## config.mk

```make
export PLATFORM = sky130hd
export DESIGN_NAME = auto_reload_pwm_timer
export DESIGN_NICKNAME = d
export VERILOG_FILES = /design/src/shared/timer_pkg.sv /design/src/hw/auto_reload_pwm_timer.sv /design/src/hw/tick_div3.sv /design/src/hw/pin_edge_detect.sv
export SDC_FILE = /design/constraint.sdc
export NUM_CORES = 1
export LEC_CHECK = 0
export BUFFER_PORTS_ARGS = -buffer_cell sky130_fd_sc_hd__buf_2
export CAP_MARGIN = 20
export CORE_UTILIZATION = 30
export DETAILED_ROUTE_END_ITERATION = 12
export GPL_TIMING_DRIVEN = 0
export PLACE_DENSITY_LB_ADDON = 0.2
export SLEW_MARGIN = 20
export SYNTH_ARGS = -nofsm -noshare
export SYNTH_HDL_FRONTEND = slang
export SYNTH_SLANG_ARGS = --single-unit
```

## constraint.sdc

```tcl
create_clock -name ref_clk_i -period 2.6 [get_ports ref_clk_i]
set_input_delay 0.39 -clock ref_clk_i [delete_from_list [all_inputs] [get_ports ref_clk_i]]
set_output_delay 0.39 -clock ref_clk_i [all_outputs]
set_load 0.01 [all_outputs]
```

## src/shared/timer_pkg.sv

```systemverilog
// Register map, field layout and reset values of the auto-reload timer
package timer_pkg;

  // Register indices as printed; byte address is four times the index
  localparam logic [9:0] IDX_MODE_CONTROL = 10'h0d5;
  localparam logic [9:0] IDX_FLAG_STATUS  = 10'h0d6;
  localparam logic [9:0] IDX_CLOCK_EDGE   = 10'h0d7;
  localparam logic [9:0] IDX_RELOAD_CAPT  = 10'h0d9;
  localparam logic [9:0] IDX_COMPARE      = 10'h0da;
  localparam logic [9:0] IDX_LIVE_LOAD    = 10'h0db;

  // APB widths
  localparam int unsigned ADDR_W = 12;
  localparam int unsigned DATA_W = 32;

  // Mode control fields
  localparam int unsigned MC_LOAD_BIT  = 7;
  localparam int unsigned MC_COUNT_EN  = 6;
  localparam int unsigned MC_PWM_OE    = 5;
  localparam int unsigned MC_EDGE_IE   = 4;
  localparam int unsigned MC_MATCH_IE  = 3;
  localparam int unsigned MC_OVF_IE    = 2;
  localparam int unsigned MC_MODE_LSB  = 0;

  // Flag status fields
  localparam int unsigned FS_EDGE  = 2;
  localparam int unsigned FS_MATCH = 1;
  localparam int unsigned FS_OVF   = 0;

  // Clock and edge configuration fields
  localparam int unsigned CE_PS_LSB     = 5;
  localparam int unsigned CE_EDGE_POL   = 3;
  localparam int unsigned CE_EDGE_EN    = 2;
  localparam int unsigned CE_CLKSEL_LSB = 0;

  // Clock source codes
  localparam logic [1:0] CLK_INTERNAL = 2'h0;
  localparam logic [1:0] CLK_DIV3     = 2'h1;
  localparam logic [1:0] CLK_PIN      = 2'h2;

  // Counter limits and reset values
  localparam logic [7:0]  CNT_MAX       = 8'hff;
  localparam logic [7:0]  CNT_RESET     = 8'h00;
  localparam logic [6:0]  PRESC_RESET   = 7'h00;
  localparam logic [7:0]  RELOAD_RESET  = 8'h00;
  localparam logic [7:0]  COMPARE_RESET = 8'h00;
  localparam logic [1:0]  DIV3_LAST     = 2'h2;
  localparam logic [31:0] RDATA_RESET   = 32'h0000_0000;

  // Operating modes in encoding order
  typedef enum logic [1:0] {
    MODE_AUTO_RELOAD,
    MODE_CAPTURE,
    MODE_CAPTURE_RESET,
    MODE_EXT_LOAD
  } mode_e;

endpackage

```

## src/hw/auto_reload_pwm_timer.sv

```systemverilog
// Auto-reload PWM timer with capture and external load, APB slave
//
// Chosen here: the address map and register access over APB.
`timescale 1ns/1ps

// Notes on behaviour
// - Auto-reload: count prescaler ticks; overflow reloads counter and raises PWM output
// - Counter equal to compare value drives PWM output low
// - Overflow sets sticky overflow flag; interrupt request while its enable is set
// - Compare match sets sticky match flag; interrupt request while its enable is set
// - Software writes reload, then load and enable bits; counter copies reload, counts
// - Capture mode: active input edge copies counter to reload register, sets edge flag
// - Capture and external-load modes count freely; overflow/match drive output as usual
// - Capture-with-reset mode: capture also clears counter and prescaler
// - External-load mode: active edge copies reload register into counter, running or not
// - Every counter load clears the prescaler at the same time
// - Writing 06h to flag status clears only overflow, edge flag kept
// - Request arriving during another service stays pending until later
// - Mode bits 00,01,10,11 select auto-reload, capture, capture-reset, external load
// - Edge detect off when enable bit zero; polarity bit picks rising or falling
// - Writing zero clears a flag bit, writing one leaves it
// - PWM pin carries waveform only while PWM output enable is set
module auto_reload_pwm_timer
(
  // Clock and reset
  input  wire logic                         ref_clk_i,
  input  wire logic                         rstn_i,
  // APB slave
  input  wire logic                         psel_i,
  input  wire logic                         penable_i,
  input  wire logic                         pwrite_i,
  input  wire logic [timer_pkg::ADDR_W-1:0] paddr_i,
  input  wire logic [timer_pkg::DATA_W-1:0] pwdata_i,
  output logic      [timer_pkg::DATA_W-1:0] prdata_o,
  output logic                              pready_o,
  output logic                              pslverr_o,
  // Timer pins
  input  wire logic                         timer_input_pin_i,
  output logic                              pwm_output_pin_o,
  // Interrupt requests
  output logic                              irq_overflow_o,
  output logic                              irq_match_o,
  output logic                              irq_edge_o
);
  import timer_pkg::*;

  typedef struct packed {
    logic [7:0]  counter_value;
    logic [6:0]  prescaler;
    logic        count_enable_bit;
    logic        pwm_output_enable;
    logic        edge_irq_enable;
    logic        match_irq_enable;
    logic        overflow_irq_enable;
    mode_e       mode;
    logic        edge_event_flag;
    logic        match_flag;
    logic        overflow_flag;
    logic [2:0]  prescale_select;
    logic        edge_polarity_select;
    logic        edge_detect_enable;
    logic [1:0]  clock_select;
    logic [7:0]  reload_capture;
    logic [7:0]  compare_value;
    logic        pwm_level;
    logic        pwm_pin;
    logic        irq_ovf;
    logic        irq_match;
    logic        irq_edge;
    logic [31:0] prdata;
  } timer_s;

  timer_s q;
  timer_s d;

  logic       div3_tick;
  logic       pin_rise;
  logic       pin_fall;
  logic       src_tick;
  logic       count_step;
  logic       ovf_now;
  logic       match_now;
  logic [7:0] cnt_next;
  logic       edge_evt;
  logic       wr_access;
  logic       rd_setup;
  logic       addr_hit;
  logic       wr_mode;
  logic       wr_flags;
  logic       wr_live;
  logic       sw_load;

  // Tap mask for division 2^n: all low n prescaler bits high
  function automatic logic [6:0] tap_mask(input logic [2:0] sel);
    logic [7:0] m;
    m = (8'h01 << sel) - 8'h01;
    return m[6:0];
  endfunction

  // True when the word address hits the given register index
  function automatic logic is_reg(input logic [ADDR_W-1:0] addr, input logic [9:0] idx);
    return (addr[ADDR_W-1:2] == idx) && (addr[1:0] == 2'h0);
  endfunction

  // Read view of one register; write-only load bit reads zero
  function automatic logic [31:0] read_word(input timer_s s, input logic [ADDR_W-1:0] addr);
    logic [7:0] v;
    v = 8'h00;
    if (is_reg(addr, IDX_MODE_CONTROL))
    begin
      v = {1'b0, s.count_enable_bit, s.pwm_output_enable, s.edge_irq_enable,
           s.match_irq_enable, s.overflow_irq_enable, s.mode};
    end
    else if (is_reg(addr, IDX_FLAG_STATUS))
    begin
      v = {5'h00, s.edge_event_flag, s.match_flag, s.overflow_flag};
    end
    else if (is_reg(addr, IDX_CLOCK_EDGE))
    begin
      v = {s.prescale_select, 1'b0, s.edge_polarity_select, s.edge_detect_enable,
           s.clock_select};
    end
    else if (is_reg(addr, IDX_RELOAD_CAPT))
    begin
      v = s.reload_capture;
    end
    else if (is_reg(addr, IDX_COMPARE))
    begin
      v = s.compare_value;
    end
    else if (is_reg(addr, IDX_LIVE_LOAD))
    begin
      v = s.counter_value;
    end
    return {24'h00_0000, v};
  endfunction

  tick_div3 u_div3
  (
    .ref_clk_i (ref_clk_i),
    .rstn_i    (rstn_i),
    .tick_o    (div3_tick)
  );

  pin_edge_detect u_edge
  (
    .ref_clk_i (ref_clk_i),
    .rstn_i    (rstn_i),
    .pin_i     (timer_input_pin_i),
    .rise_o    (pin_rise),
    .fall_o    (pin_fall)
  );

  // Clock source mux; reserved code gives no ticks
  always_comb
  begin
    case (q.clock_select)
      CLK_INTERNAL: src_tick = 1'b1;
      CLK_DIV3:     src_tick = div3_tick;
      CLK_PIN:      src_tick = pin_rise;
      default:      src_tick = 1'b0;
    endcase
  end

  // Counter step on the selected prescaler tap
  assign count_step = q.count_enable_bit & src_tick &
                      ((q.prescaler & tap_mask(q.prescale_select)) == tap_mask(q.prescale_select));
  assign ovf_now    = count_step & (q.counter_value == CNT_MAX);
  // Only auto-reload reloads; other modes wrap to zero and run free
  assign cnt_next   = !ovf_now ? q.counter_value + 8'h01 :
                      (q.mode == MODE_AUTO_RELOAD) ? q.reload_capture : 8'h00;
  assign match_now  = count_step & (cnt_next == q.compare_value);

  // Edge select: disabled unless enable bit set, polarity picks edge
  assign edge_evt   = q.edge_detect_enable & (q.edge_polarity_select ? pin_fall : pin_rise);

  // APB decode
  assign addr_hit   = is_reg(paddr_i, IDX_MODE_CONTROL) | is_reg(paddr_i, IDX_FLAG_STATUS) |
                      is_reg(paddr_i, IDX_CLOCK_EDGE) | is_reg(paddr_i, IDX_RELOAD_CAPT) |
                      is_reg(paddr_i, IDX_COMPARE) | is_reg(paddr_i, IDX_LIVE_LOAD);
  assign wr_access  = psel_i & penable_i & pwrite_i;
  assign rd_setup   = psel_i & ~penable_i & ~pwrite_i;
  assign wr_mode    = wr_access & is_reg(paddr_i, IDX_MODE_CONTROL);
  assign wr_flags   = wr_access & is_reg(paddr_i, IDX_FLAG_STATUS);
  assign wr_live    = wr_access & is_reg(paddr_i, IDX_LIVE_LOAD);
  assign sw_load    = (wr_mode & pwdata_i[MC_LOAD_BIT]) | wr_live;

  // Next state: bus writes, then hardware events, then software loads
  always_comb
  begin
    d = q;
    // Plain register writes and flag clears; hardware sets below win
    if (wr_mode)
    begin
      d.count_enable_bit    = pwdata_i[MC_COUNT_EN];
      d.pwm_output_enable   = pwdata_i[MC_PWM_OE];
      d.edge_irq_enable     = pwdata_i[MC_EDGE_IE];
      d.match_irq_enable    = pwdata_i[MC_MATCH_IE];
      d.overflow_irq_enable = pwdata_i[MC_OVF_IE];
      d.mode                = mode_e'(pwdata_i[MC_MODE_LSB +: 2]);
    end
    if (wr_flags)
    begin
      d.edge_event_flag = q.edge_event_flag & pwdata_i[FS_EDGE];
      d.match_flag      = q.match_flag & pwdata_i[FS_MATCH];
      d.overflow_flag   = q.overflow_flag & pwdata_i[FS_OVF];
    end
    if (wr_access && is_reg(paddr_i, IDX_CLOCK_EDGE))
    begin
      d.prescale_select      = pwdata_i[CE_PS_LSB +: 3];
      d.edge_polarity_select = pwdata_i[CE_EDGE_POL];
      d.edge_detect_enable   = pwdata_i[CE_EDGE_EN];
      d.clock_select         = pwdata_i[CE_CLKSEL_LSB +: 2];
    end
    if (wr_access && is_reg(paddr_i, IDX_RELOAD_CAPT))
    begin
      d.reload_capture = pwdata_i[7:0];
    end
    if (wr_access && is_reg(paddr_i, IDX_COMPARE))
    begin
      d.compare_value = pwdata_i[7:0];
    end
    // Prescaler runs only while enabled, frozen otherwise
    if (q.count_enable_bit && src_tick)
    begin
      d.prescaler = q.prescaler + 7'h01;
    end
    if (count_step)
    begin
      d.counter_value = cnt_next;
    end
    if (ovf_now)
    begin
      d.overflow_flag = 1'b1;
      d.pwm_level     = 1'b1;
      if (q.mode == MODE_AUTO_RELOAD)
      begin
        d.prescaler = PRESC_RESET;
      end
    end
    // Match after overflow so a coincident match leaves the output low
    if (match_now)
    begin
      d.match_flag = 1'b1;
      d.pwm_level  = 1'b0;
    end
    if (edge_evt)
    begin
      d.edge_event_flag = 1'b1;
      case (q.mode)
        MODE_CAPTURE:
        begin
          d.reload_capture = q.counter_value;
        end
        MODE_CAPTURE_RESET:
        begin
          d.reload_capture = q.counter_value;
          d.counter_value  = CNT_RESET;
          d.prescaler      = PRESC_RESET;
        end
        MODE_EXT_LOAD:
        begin
          d.counter_value = q.reload_capture;
          d.prescaler     = PRESC_RESET;
        end
        default:
        begin
          d.counter_value = d.counter_value;
        end
      endcase
    end
    // Software loads win over counting so the written value is never lost
    if (wr_mode && pwdata_i[MC_LOAD_BIT])
    begin
      d.counter_value = q.reload_capture;
      d.prescaler     = PRESC_RESET;
    end
    if (wr_live)
    begin
      d.counter_value = pwdata_i[7:0];
      d.prescaler     = PRESC_RESET;
    end
    // Outputs registered from the next state
    d.pwm_pin   = d.pwm_level & d.pwm_output_enable;
    // Flags are sticky, so a request stays pending until serviced
    d.irq_ovf   = d.overflow_flag & d.overflow_irq_enable;
    d.irq_match = d.match_flag & d.match_irq_enable;
    d.irq_edge  = d.edge_event_flag & d.edge_irq_enable;
    if (rd_setup)
    begin
      d.prdata = read_word(q, paddr_i);
    end
  end

  // State register; reset stops counting and quiets the pin
  always_ff @(posedge ref_clk_i)
  begin
    if (!rstn_i)
    begin
      q                <= '0;
      q.counter_value  <= CNT_RESET;
      q.prescaler      <= PRESC_RESET;
      q.reload_capture <= RELOAD_RESET;
      q.compare_value  <= COMPARE_RESET;
      q.prdata         <= RDATA_RESET;
    end
    else
    begin
      q <= d;
    end
  end

  // Zero-wait slave; read data captured in setup phase
  assign pready_o         = 1'b1;
  assign pslverr_o        = psel_i & penable_i & ~addr_hit;
  assign prdata_o         = q.prdata;
  assign pwm_output_pin_o = q.pwm_pin;
  assign irq_overflow_o   = q.irq_ovf;
  assign irq_match_o      = q.irq_match;
  assign irq_edge_o       = q.irq_edge;
endmodule // auto_reload_pwm_timer

```

## src/hw/tick_div3.sv

```systemverilog
// Pulse generator giving one tick every third clock cycle
`timescale 1ns/1ps
module tick_div3
(
  // Clock and reset
  input  wire logic ref_clk_i,
  input  wire logic rstn_i,
  // Tick out
  output logic      tick_o
);
  import timer_pkg::*;

  typedef struct packed {
    logic [1:0] cnt;
    logic       tick;
  } div_s;

  div_s q;
  div_s d;

  // Count 0..2, tick registered on the wrap
  always_comb
  begin
    d = q;
    d.tick = (q.cnt == DIV3_LAST);
    if (q.cnt == DIV3_LAST)
    begin
      d.cnt = 2'h0;
    end
    else
    begin
      d.cnt = q.cnt + 2'h1;
    end
  end

  always_ff @(posedge ref_clk_i)
  begin
    if (!rstn_i)
    begin
      q <= '0;
    end
    else
    begin
      q <= d;
    end
  end

  assign tick_o = q.tick;
endmodule // tick_div3

```

## src/hw/pin_edge_detect.sv

```systemverilog
// Rising and falling edge pulses of the timer input pin
`timescale 1ns/1ps
module pin_edge_detect
(
  // Clock and reset
  input  wire logic ref_clk_i,
  input  wire logic rstn_i,
  // Pin and edges
  input  wire logic pin_i,
  output logic      rise_o,
  output logic      fall_o
);
  import timer_pkg::*;

  typedef struct packed {
    logic prev;
  } edge_s;

  edge_s q;
  edge_s d;

  // Pin is synchronous already, one history flop is enough
  always_comb
  begin
    d = q;
    d.prev = pin_i;
  end

  always_ff @(posedge ref_clk_i)
  begin
    if (!rstn_i)
    begin
      q <= '0;
    end
    else
    begin
      q <= d;
    end
  end

  assign rise_o = pin_i & ~q.prev;
  assign fall_o = ~pin_i & q.prev;
endmodule // pin_edge_detect

```

# --- Word level (Yosys, flattened, before mapping) ---
# Cells that the tools add are included.
classes:
  n_shift: 1
  eq_ne: 15
  n_reduce_logical: 18
  bitwise_logic: 34
  add_sub_neg: 4
  n_mux: 29
ops:
  columns: ["cell", "count"]
  rows:
  - ["2-to-1 mux 8 bit", 12]
  - ["== test 10 x 8 -> 1 bit, second input constant", 6]
  - ["2-to-1 mux 15 bit", 3]
  - ["2-to-1 mux 7 bit", 4]
  - ["AND 1 bit", 22]
  - ["case mux 8 bit (2 select lines)", 1]
  - ["logical AND 1 bit", 11]
  - ["adder 8 x 1 -> 8 bit, second input constant", 1]
  - ["== test 2 bit, second input constant", 4]
  - ["== test 8 bit", 1]
  - ["== test 8 bit, second input constant", 1]
  - ["adder 7 x 1 -> 7 bit, second input constant", 1]
  - ["AND 7 bit", 1]
  - ["== test 7 bit", 1]
  - ["<< shifter 1 x 3 -> 7 bit, first input constant", 1]
  - ["subtractor 7 x 1 -> 7 bit, second input constant", 1]
  - ["logical NOT 2 bit", 3]
  - ["2-to-1 mux 1 bit", 6]
  - ["2-to-1 mux 6 bit", 1]
  - ["inverter 1 bit", 6]
  - ["OR reduction 2 bit", 3]
  - ["OR 1 bit", 5]
  - ["== test 2 x 1 -> 1 bit, second input constant", 2]
  - ["2-to-1 mux 3 bit", 1]
  - ["other kinds (3)", 3]
word_totals:
  output_inout_bits: 38
  in_bits: 50
  word_cells: 127
  register_bits: 65

# --- Depth between registers and ports, before layout ---
logic_depth:
  ltp_word: 12
  depth_mapped: 12
  depth_no_buf: 10

# --- Cells and area by module ---
# A second synthesis with hierarchy kept.
unflattened:
  hier_cells: 498
  hier_area_um2: 4100.2
by_module_without_submodules:
  columns: ["mod", "instances", "seq_area_each_um2", "cells_per_inst", "area_per_inst_um2"]
  rows:
  - ["auto_reload_pwm_timer", 1, 1221.2, 486, 3953.8]
  - ["tick_div3", 1, 60.1, 8, 107.6]
  - ["pin_edge_detect", 1, 20.0, 4, 38.8]

# --- Worst setup path after synthesis ---
# Ideal clock, no wire load.
synth_timing:
  path_type: "register to register"
  startpoint: "reg q[58] (netlist name)"
  endpoint: "reg q[84] (netlist name)"
  required_time_ns: 2.526
  setup_slack_ns: -0.062
  period_less_slack_ns: 2.662
  setup_time_ns: 0.074
  path_stages_with_launch: 11
  t_arrival_ns: 2.588
  path_buffers: 1
  path_cell_list: "dfxtp_1 buf_2 or3_1 ha_1 nor2_1 a31oi_1 nand4_1 nor3_2 mux2_2 a211o_1 a31oi_1"
synth_between:
  elab_chain_cells: 12
synth_rtl:
  columns: ["item", "line", "source"]
  rows:
  - ["start: declaration", "auto_reload_pwm_timer.sv:73", "timer_s q;"]
  - ["<< shifter 1 x 3 -> 7 bit (*)", "auto_reload_pwm_timer.sv:96", "m = (8'h01 << sel) - 8'h01;"]
  - ["subtractor 7 x 1 -> 7 bit (*)", "auto_reload_pwm_timer.sv:96", null]
  - ["AND 7 bit", "auto_reload_pwm_timer.sv:167", "((q.prescaler & tap_mask(q.prescale_select)) == tap_mask(q.prescale_select));"]
  - ["== test 7 bit (*)", "auto_reload_pwm_timer.sv:167", null]
  - ["AND 1 bit (*)", "auto_reload_pwm_timer.sv:166", "assign count_step = q.count_enable_bit & src_tick &"]
  - ["AND 1 bit", "auto_reload_pwm_timer.sv:168", "assign ovf_now = count_step & (q.counter_value == CNT_MAX);"]
  - ["2-to-1 mux 8 bit", "auto_reload_pwm_timer.sv:170", "assign cnt_next = !ovf_now ? q.counter_value + 8'h01 :"]
  - ["2-to-1 mux 8 bit (*)", "auto_reload_pwm_timer.sv:228", "if (count_step)"]
  - ["case mux 8 bit (2 select lines)", "auto_reload_pwm_timer.sv:250", "case (q.mode)"]
  - ["2-to-1 mux 15 bit (*)", "auto_reload_pwm_timer.sv:247", "if (edge_evt)"]
  - ["2-to-1 mux 15 bit (*)", "auto_reload_pwm_timer.sv:273", "if (wr_mode && pwdata_i[MC_LOAD_BIT])"]
  - ["2-to-1 mux 15 bit (*)", "auto_reload_pwm_timer.sv:278", "if (wr_live)"]
# Every way passes the cells marked *; elsewhere a longest branch is shown, timed or not.
# A chain may end at the register's enable or synchronous reset.

# --- Worst setup path after layout ---
layout_timing:
  startpoint: "reg q[57] (netlist name)"
  endpoint: "reg q (netlist bit pwm_output_pin_o)"
layout_between:
  elab_chain_cells: 11
  word_cells_on_any_way: 12
  classes_between: "1 x add/sub; 2 x eq/ne; 1 x shift; 3 x mux; 5 x bitwise"
layout_rtl:
  columns: ["item", "line", "source"]
  rows:
  - ["<< shifter 1 x 3 -> 7 bit (*)", "auto_reload_pwm_timer.sv:96", null]
  - ["subtractor 7 x 1 -> 7 bit (*)", "auto_reload_pwm_timer.sv:96", null]
  - ["AND 7 bit", "auto_reload_pwm_timer.sv:167", null]
  - ["== test 7 bit (*)", "auto_reload_pwm_timer.sv:167", null]
  - ["AND 1 bit (*)", "auto_reload_pwm_timer.sv:166", null]
  - ["AND 1 bit", "auto_reload_pwm_timer.sv:168", null]
  - ["2-to-1 mux 8 bit", "auto_reload_pwm_timer.sv:170", null]
  - ["== test 8 bit", "auto_reload_pwm_timer.sv:172", "assign match_now = count_step & (cnt_next == q.compare_value);"]
  - ["AND 1 bit", "auto_reload_pwm_timer.sv:172", null]
  - ["2-to-1 mux 1 bit (*)", "auto_reload_pwm_timer.sv:242", "if (match_now)"]
  - ["AND 1 bit (*)", "auto_reload_pwm_timer.sv:284", "d.pwm_pin = d.pwm_level & d.pwm_output_enable;"]
# Marked as above.

==> reports/qor.txt <==
initial core utilization - 31.0%
maximum vdd ir drop - 0.000365 V
clk root buf - clkbuf_16
Sw Ratio - 24.8%
Seq/Total Area, Yosys - 31.5%
Final Wtd Congestion - 0.874
floorplan row count - 42
synthesized area per cell - 8.49 um^2
Post-synth top flop - dfxtp_1
clk buf depth - 2
Nets - 641
Yosys top cell area share - 31.5%
post-layout power - 2.44 mW
DRT Pass-1 Iters - 4
largest area contributor in the netlist - dfxtp_1
Power Internal - 1.84 mW
Via Count - 3974
Fmax - 355 MHz
vias in the first global route - 3537
max-slew violations - 0
Final Hold Violating Endpoints - 0
H-tree depth reported by CTS - 3
Yosys cell types - 74
largest net degree at the start of global routing - 15
sequential share of power - 41.4%
GRT met1 Usage - 24.4%
failing checks - negative setup slack
clock slew at reported path FFs - 0.06 ns
Post-synth EDFFs - 0
hold bufs inserted after CTS - 0
Yosys warnings - 0
port bufs - 38
die width - 119 um
critical path endpoint category - register
crit path max fanout - 9
asr flop ratio synth - 0%
clock group share of total power - 52.0%
PnR worst setup slack - -0.216 ns
Power Density - 452 nW/um^2
commonest cells in the netlist - dfxtp_1 (65), nor2_1 (58), mux2i_1 (39)
unrepaired setup endpoints after global routing - yes
Remaining DRCs - 0
top-count cell post-synth - dfxtp_1
# setup viols final - 7
P_sw - 607 uW
Final Cycle Share - 108%
clk sink count - 65
DP Area - 4650 um^2
leakage power - 2.10 nW
Die Y - 119 um
Tmin final - 2.82 ns
die area - 14300 um^2
post-synthesis register bit count - 65
clock latency on the worst-skew pair - 0.33 ns
gr usage total - 17.7%
cell area after synthesis - 4130 um^2
total core area - 13300 um^2
maxcap violations - 0
ranking of synthesized cells by area - dfxtp_1 (31%), mux2i_1 (9.4%), buf_4 (6.5%)
clock skew - 0.00999 ns
initial DRC count - 334
grt met2 use - 27.6%
Worst Setup Path Type - reg2reg
CTS tree - done
layout cells sized above 1 - 28.4%
Top Family by Delay on Critical Path - simple AND/OR/NAND/NOR gates
Area Overhead vs Synth - 30.7%
ANT cells - 0
Routed Antenna Nets - 0
cell count after synthesis - 487
post-route cell area - 5400 um^2
Rel. slew slack - 38.3%
met3 Use GR - 4.02%
setup TNS - -1.05 ns
startpoint types - register
CP Data Arrival Time - 3.02 ns
Worst-Margin Slew - 0.918 ns
routed wire length - 12800 um
global-route wire length before repair - 19600 um
initial antenna violation count - 0
worst hold path type - in2reg
outcome - finished, violations left
CP Buf/Inv Count - 2
slowest CP cell - nor4_4
worst-path cell chain - or3_4 > ha_4 > nor2_4 > nand3b_1 > a31oi_4 > buf_4 > nor3_4 > buf_4 > a41o_1 > nor4_4 > a21oi_1
DP Wirelength - 9260 um
GR peak layer - met2
Overflow after GRT - 0
Avg Vias per Cell - 5.19
Top Ports - 88
Routed WL per cell - 16.7 um
Crit path largest cell delay - 0.43 ns
Gate power share - 6.6%
TritonCTS buffer count - 9
Crit path required time - 2.81 ns
most frequent CP cell - buf_4
cell type report:
class | count | area [um^2]
Buffer | 56 | 372
Inverter | 11 | 41.3
Timing Repair Buffer | 66 | 432
Multi-Input combinational cell | 375 | 2720
Clock buffer | 9 | 225
Tap cell | 176 | 220
Fill cell | 1345 | 7940
Sequential cell | 65 | 1310
Clock inverter | 7 | 83.8
metrics by stage:
| step | hold slack (ns) | util, % | worst slack, ns | std cells |
|---|---|---|---|---|
| 2_1_floorplan | 0.392 | - | -0.0247 | 510 |
| 3_3_place_gp | 0.404 | 34.9 | -0.553 | 724 |
| 3_5_place_dp | 0.407 | 34.9 | -0.595 | 724 |
| 4_1_cts | 0.299 | 39.2 | -0.239 | 757 |
| 5_1_grt | 0.300 | 40.5 | -0.310 | 765 |
| 6_report | 0.302 | 40.5 | -0.216 | 765 |
path summary, 6_finish.rpt:
kind | startpoint | end | slack, ns | depth (start not counted)
min | timer_input_pin_i | u_edge.q | 0.30 | 2
max | q[57] | pwm_output_pin_o | -0.22 | 11
max reg2reg | q[57] | pwm_output_pin_o | -0.22 | 11
min reg2reg | u_div3.q[1] | u_div3.q[1] | 0.41 | 1
cells in the final DEF, fill, tap and decap left out, drive strengths merged, types with 4 or more instances in the layout:
master and count:
a211oi 14, a21boi 5, a21oi 16, a31oi 8, and2 5, buf 108, clkbuf 23, conb 25
dfxtp 65, ha 7, inv 14, mux2 6, mux2i 39, nand2 33, nand3 10, nand3b 4
nand4 6, nor2 58, nor3 14, nor4 6, o21ai 25, or3 6, xnor2 6, xor2 7
power groups by stage:
| stage | clock [mW] | sequential [mW] | combinational [mW] |
|---|---|---|---|
| floorplan | 0 | 1.03 | 0.101 |
| global placement | 0 | 1.04 | 0.155 |
| detailed placement | 0 | 1.04 | 0.159 |
| CTS | 1.28 | 1.01 | 0.159 |
| global route | 1.34 | 1.01 | 0.175 |
| finish | 1.27 | 1.01 | 0.161 |
timing repair:
action,CTS,global route
resized for setup,21,25
setup endpoints to repair,12,19
pin swaps,11,14
buffers inserted,20,10
state kept, by name, indices dropped and copies added (netlist names):
register and cells:
u_div3.q 2, irq_match_o 1, u_div3.tick_o 1, pwm_output_pin_o 1, prdata_o 8, irq_edge_o 1
q 49, irq_overflow_o 1, u_edge.q 1
layer usage:
layer,up-vias,part of all wire (%)
met2,140,45
li1,1937,-
met5,-,0
met1,1884,47
met3,13,6.3
met4,0,1.7
cells by family (layout without fill, tap and decap cells):
family / count (synthesis) / count (layout) / synth area share [%]
AO/OA/AOI/OAI: 118 / 118 / 20.9
other: 2 / 25 / 0.182
flip-flops: 65 / 65 / 31.5
adder cells (fa/ha/maj): 7 / 7 / 2.12
AND/OR/NAND/NOR: 167 / 167 / 21.2
buffers and inverters: 70 / 149 / 10.3
multiplexers: 45 / 45 / 11.1
XOR/XNOR: 13 / 13 / 2.75
(Power assumes the default switching activity.)
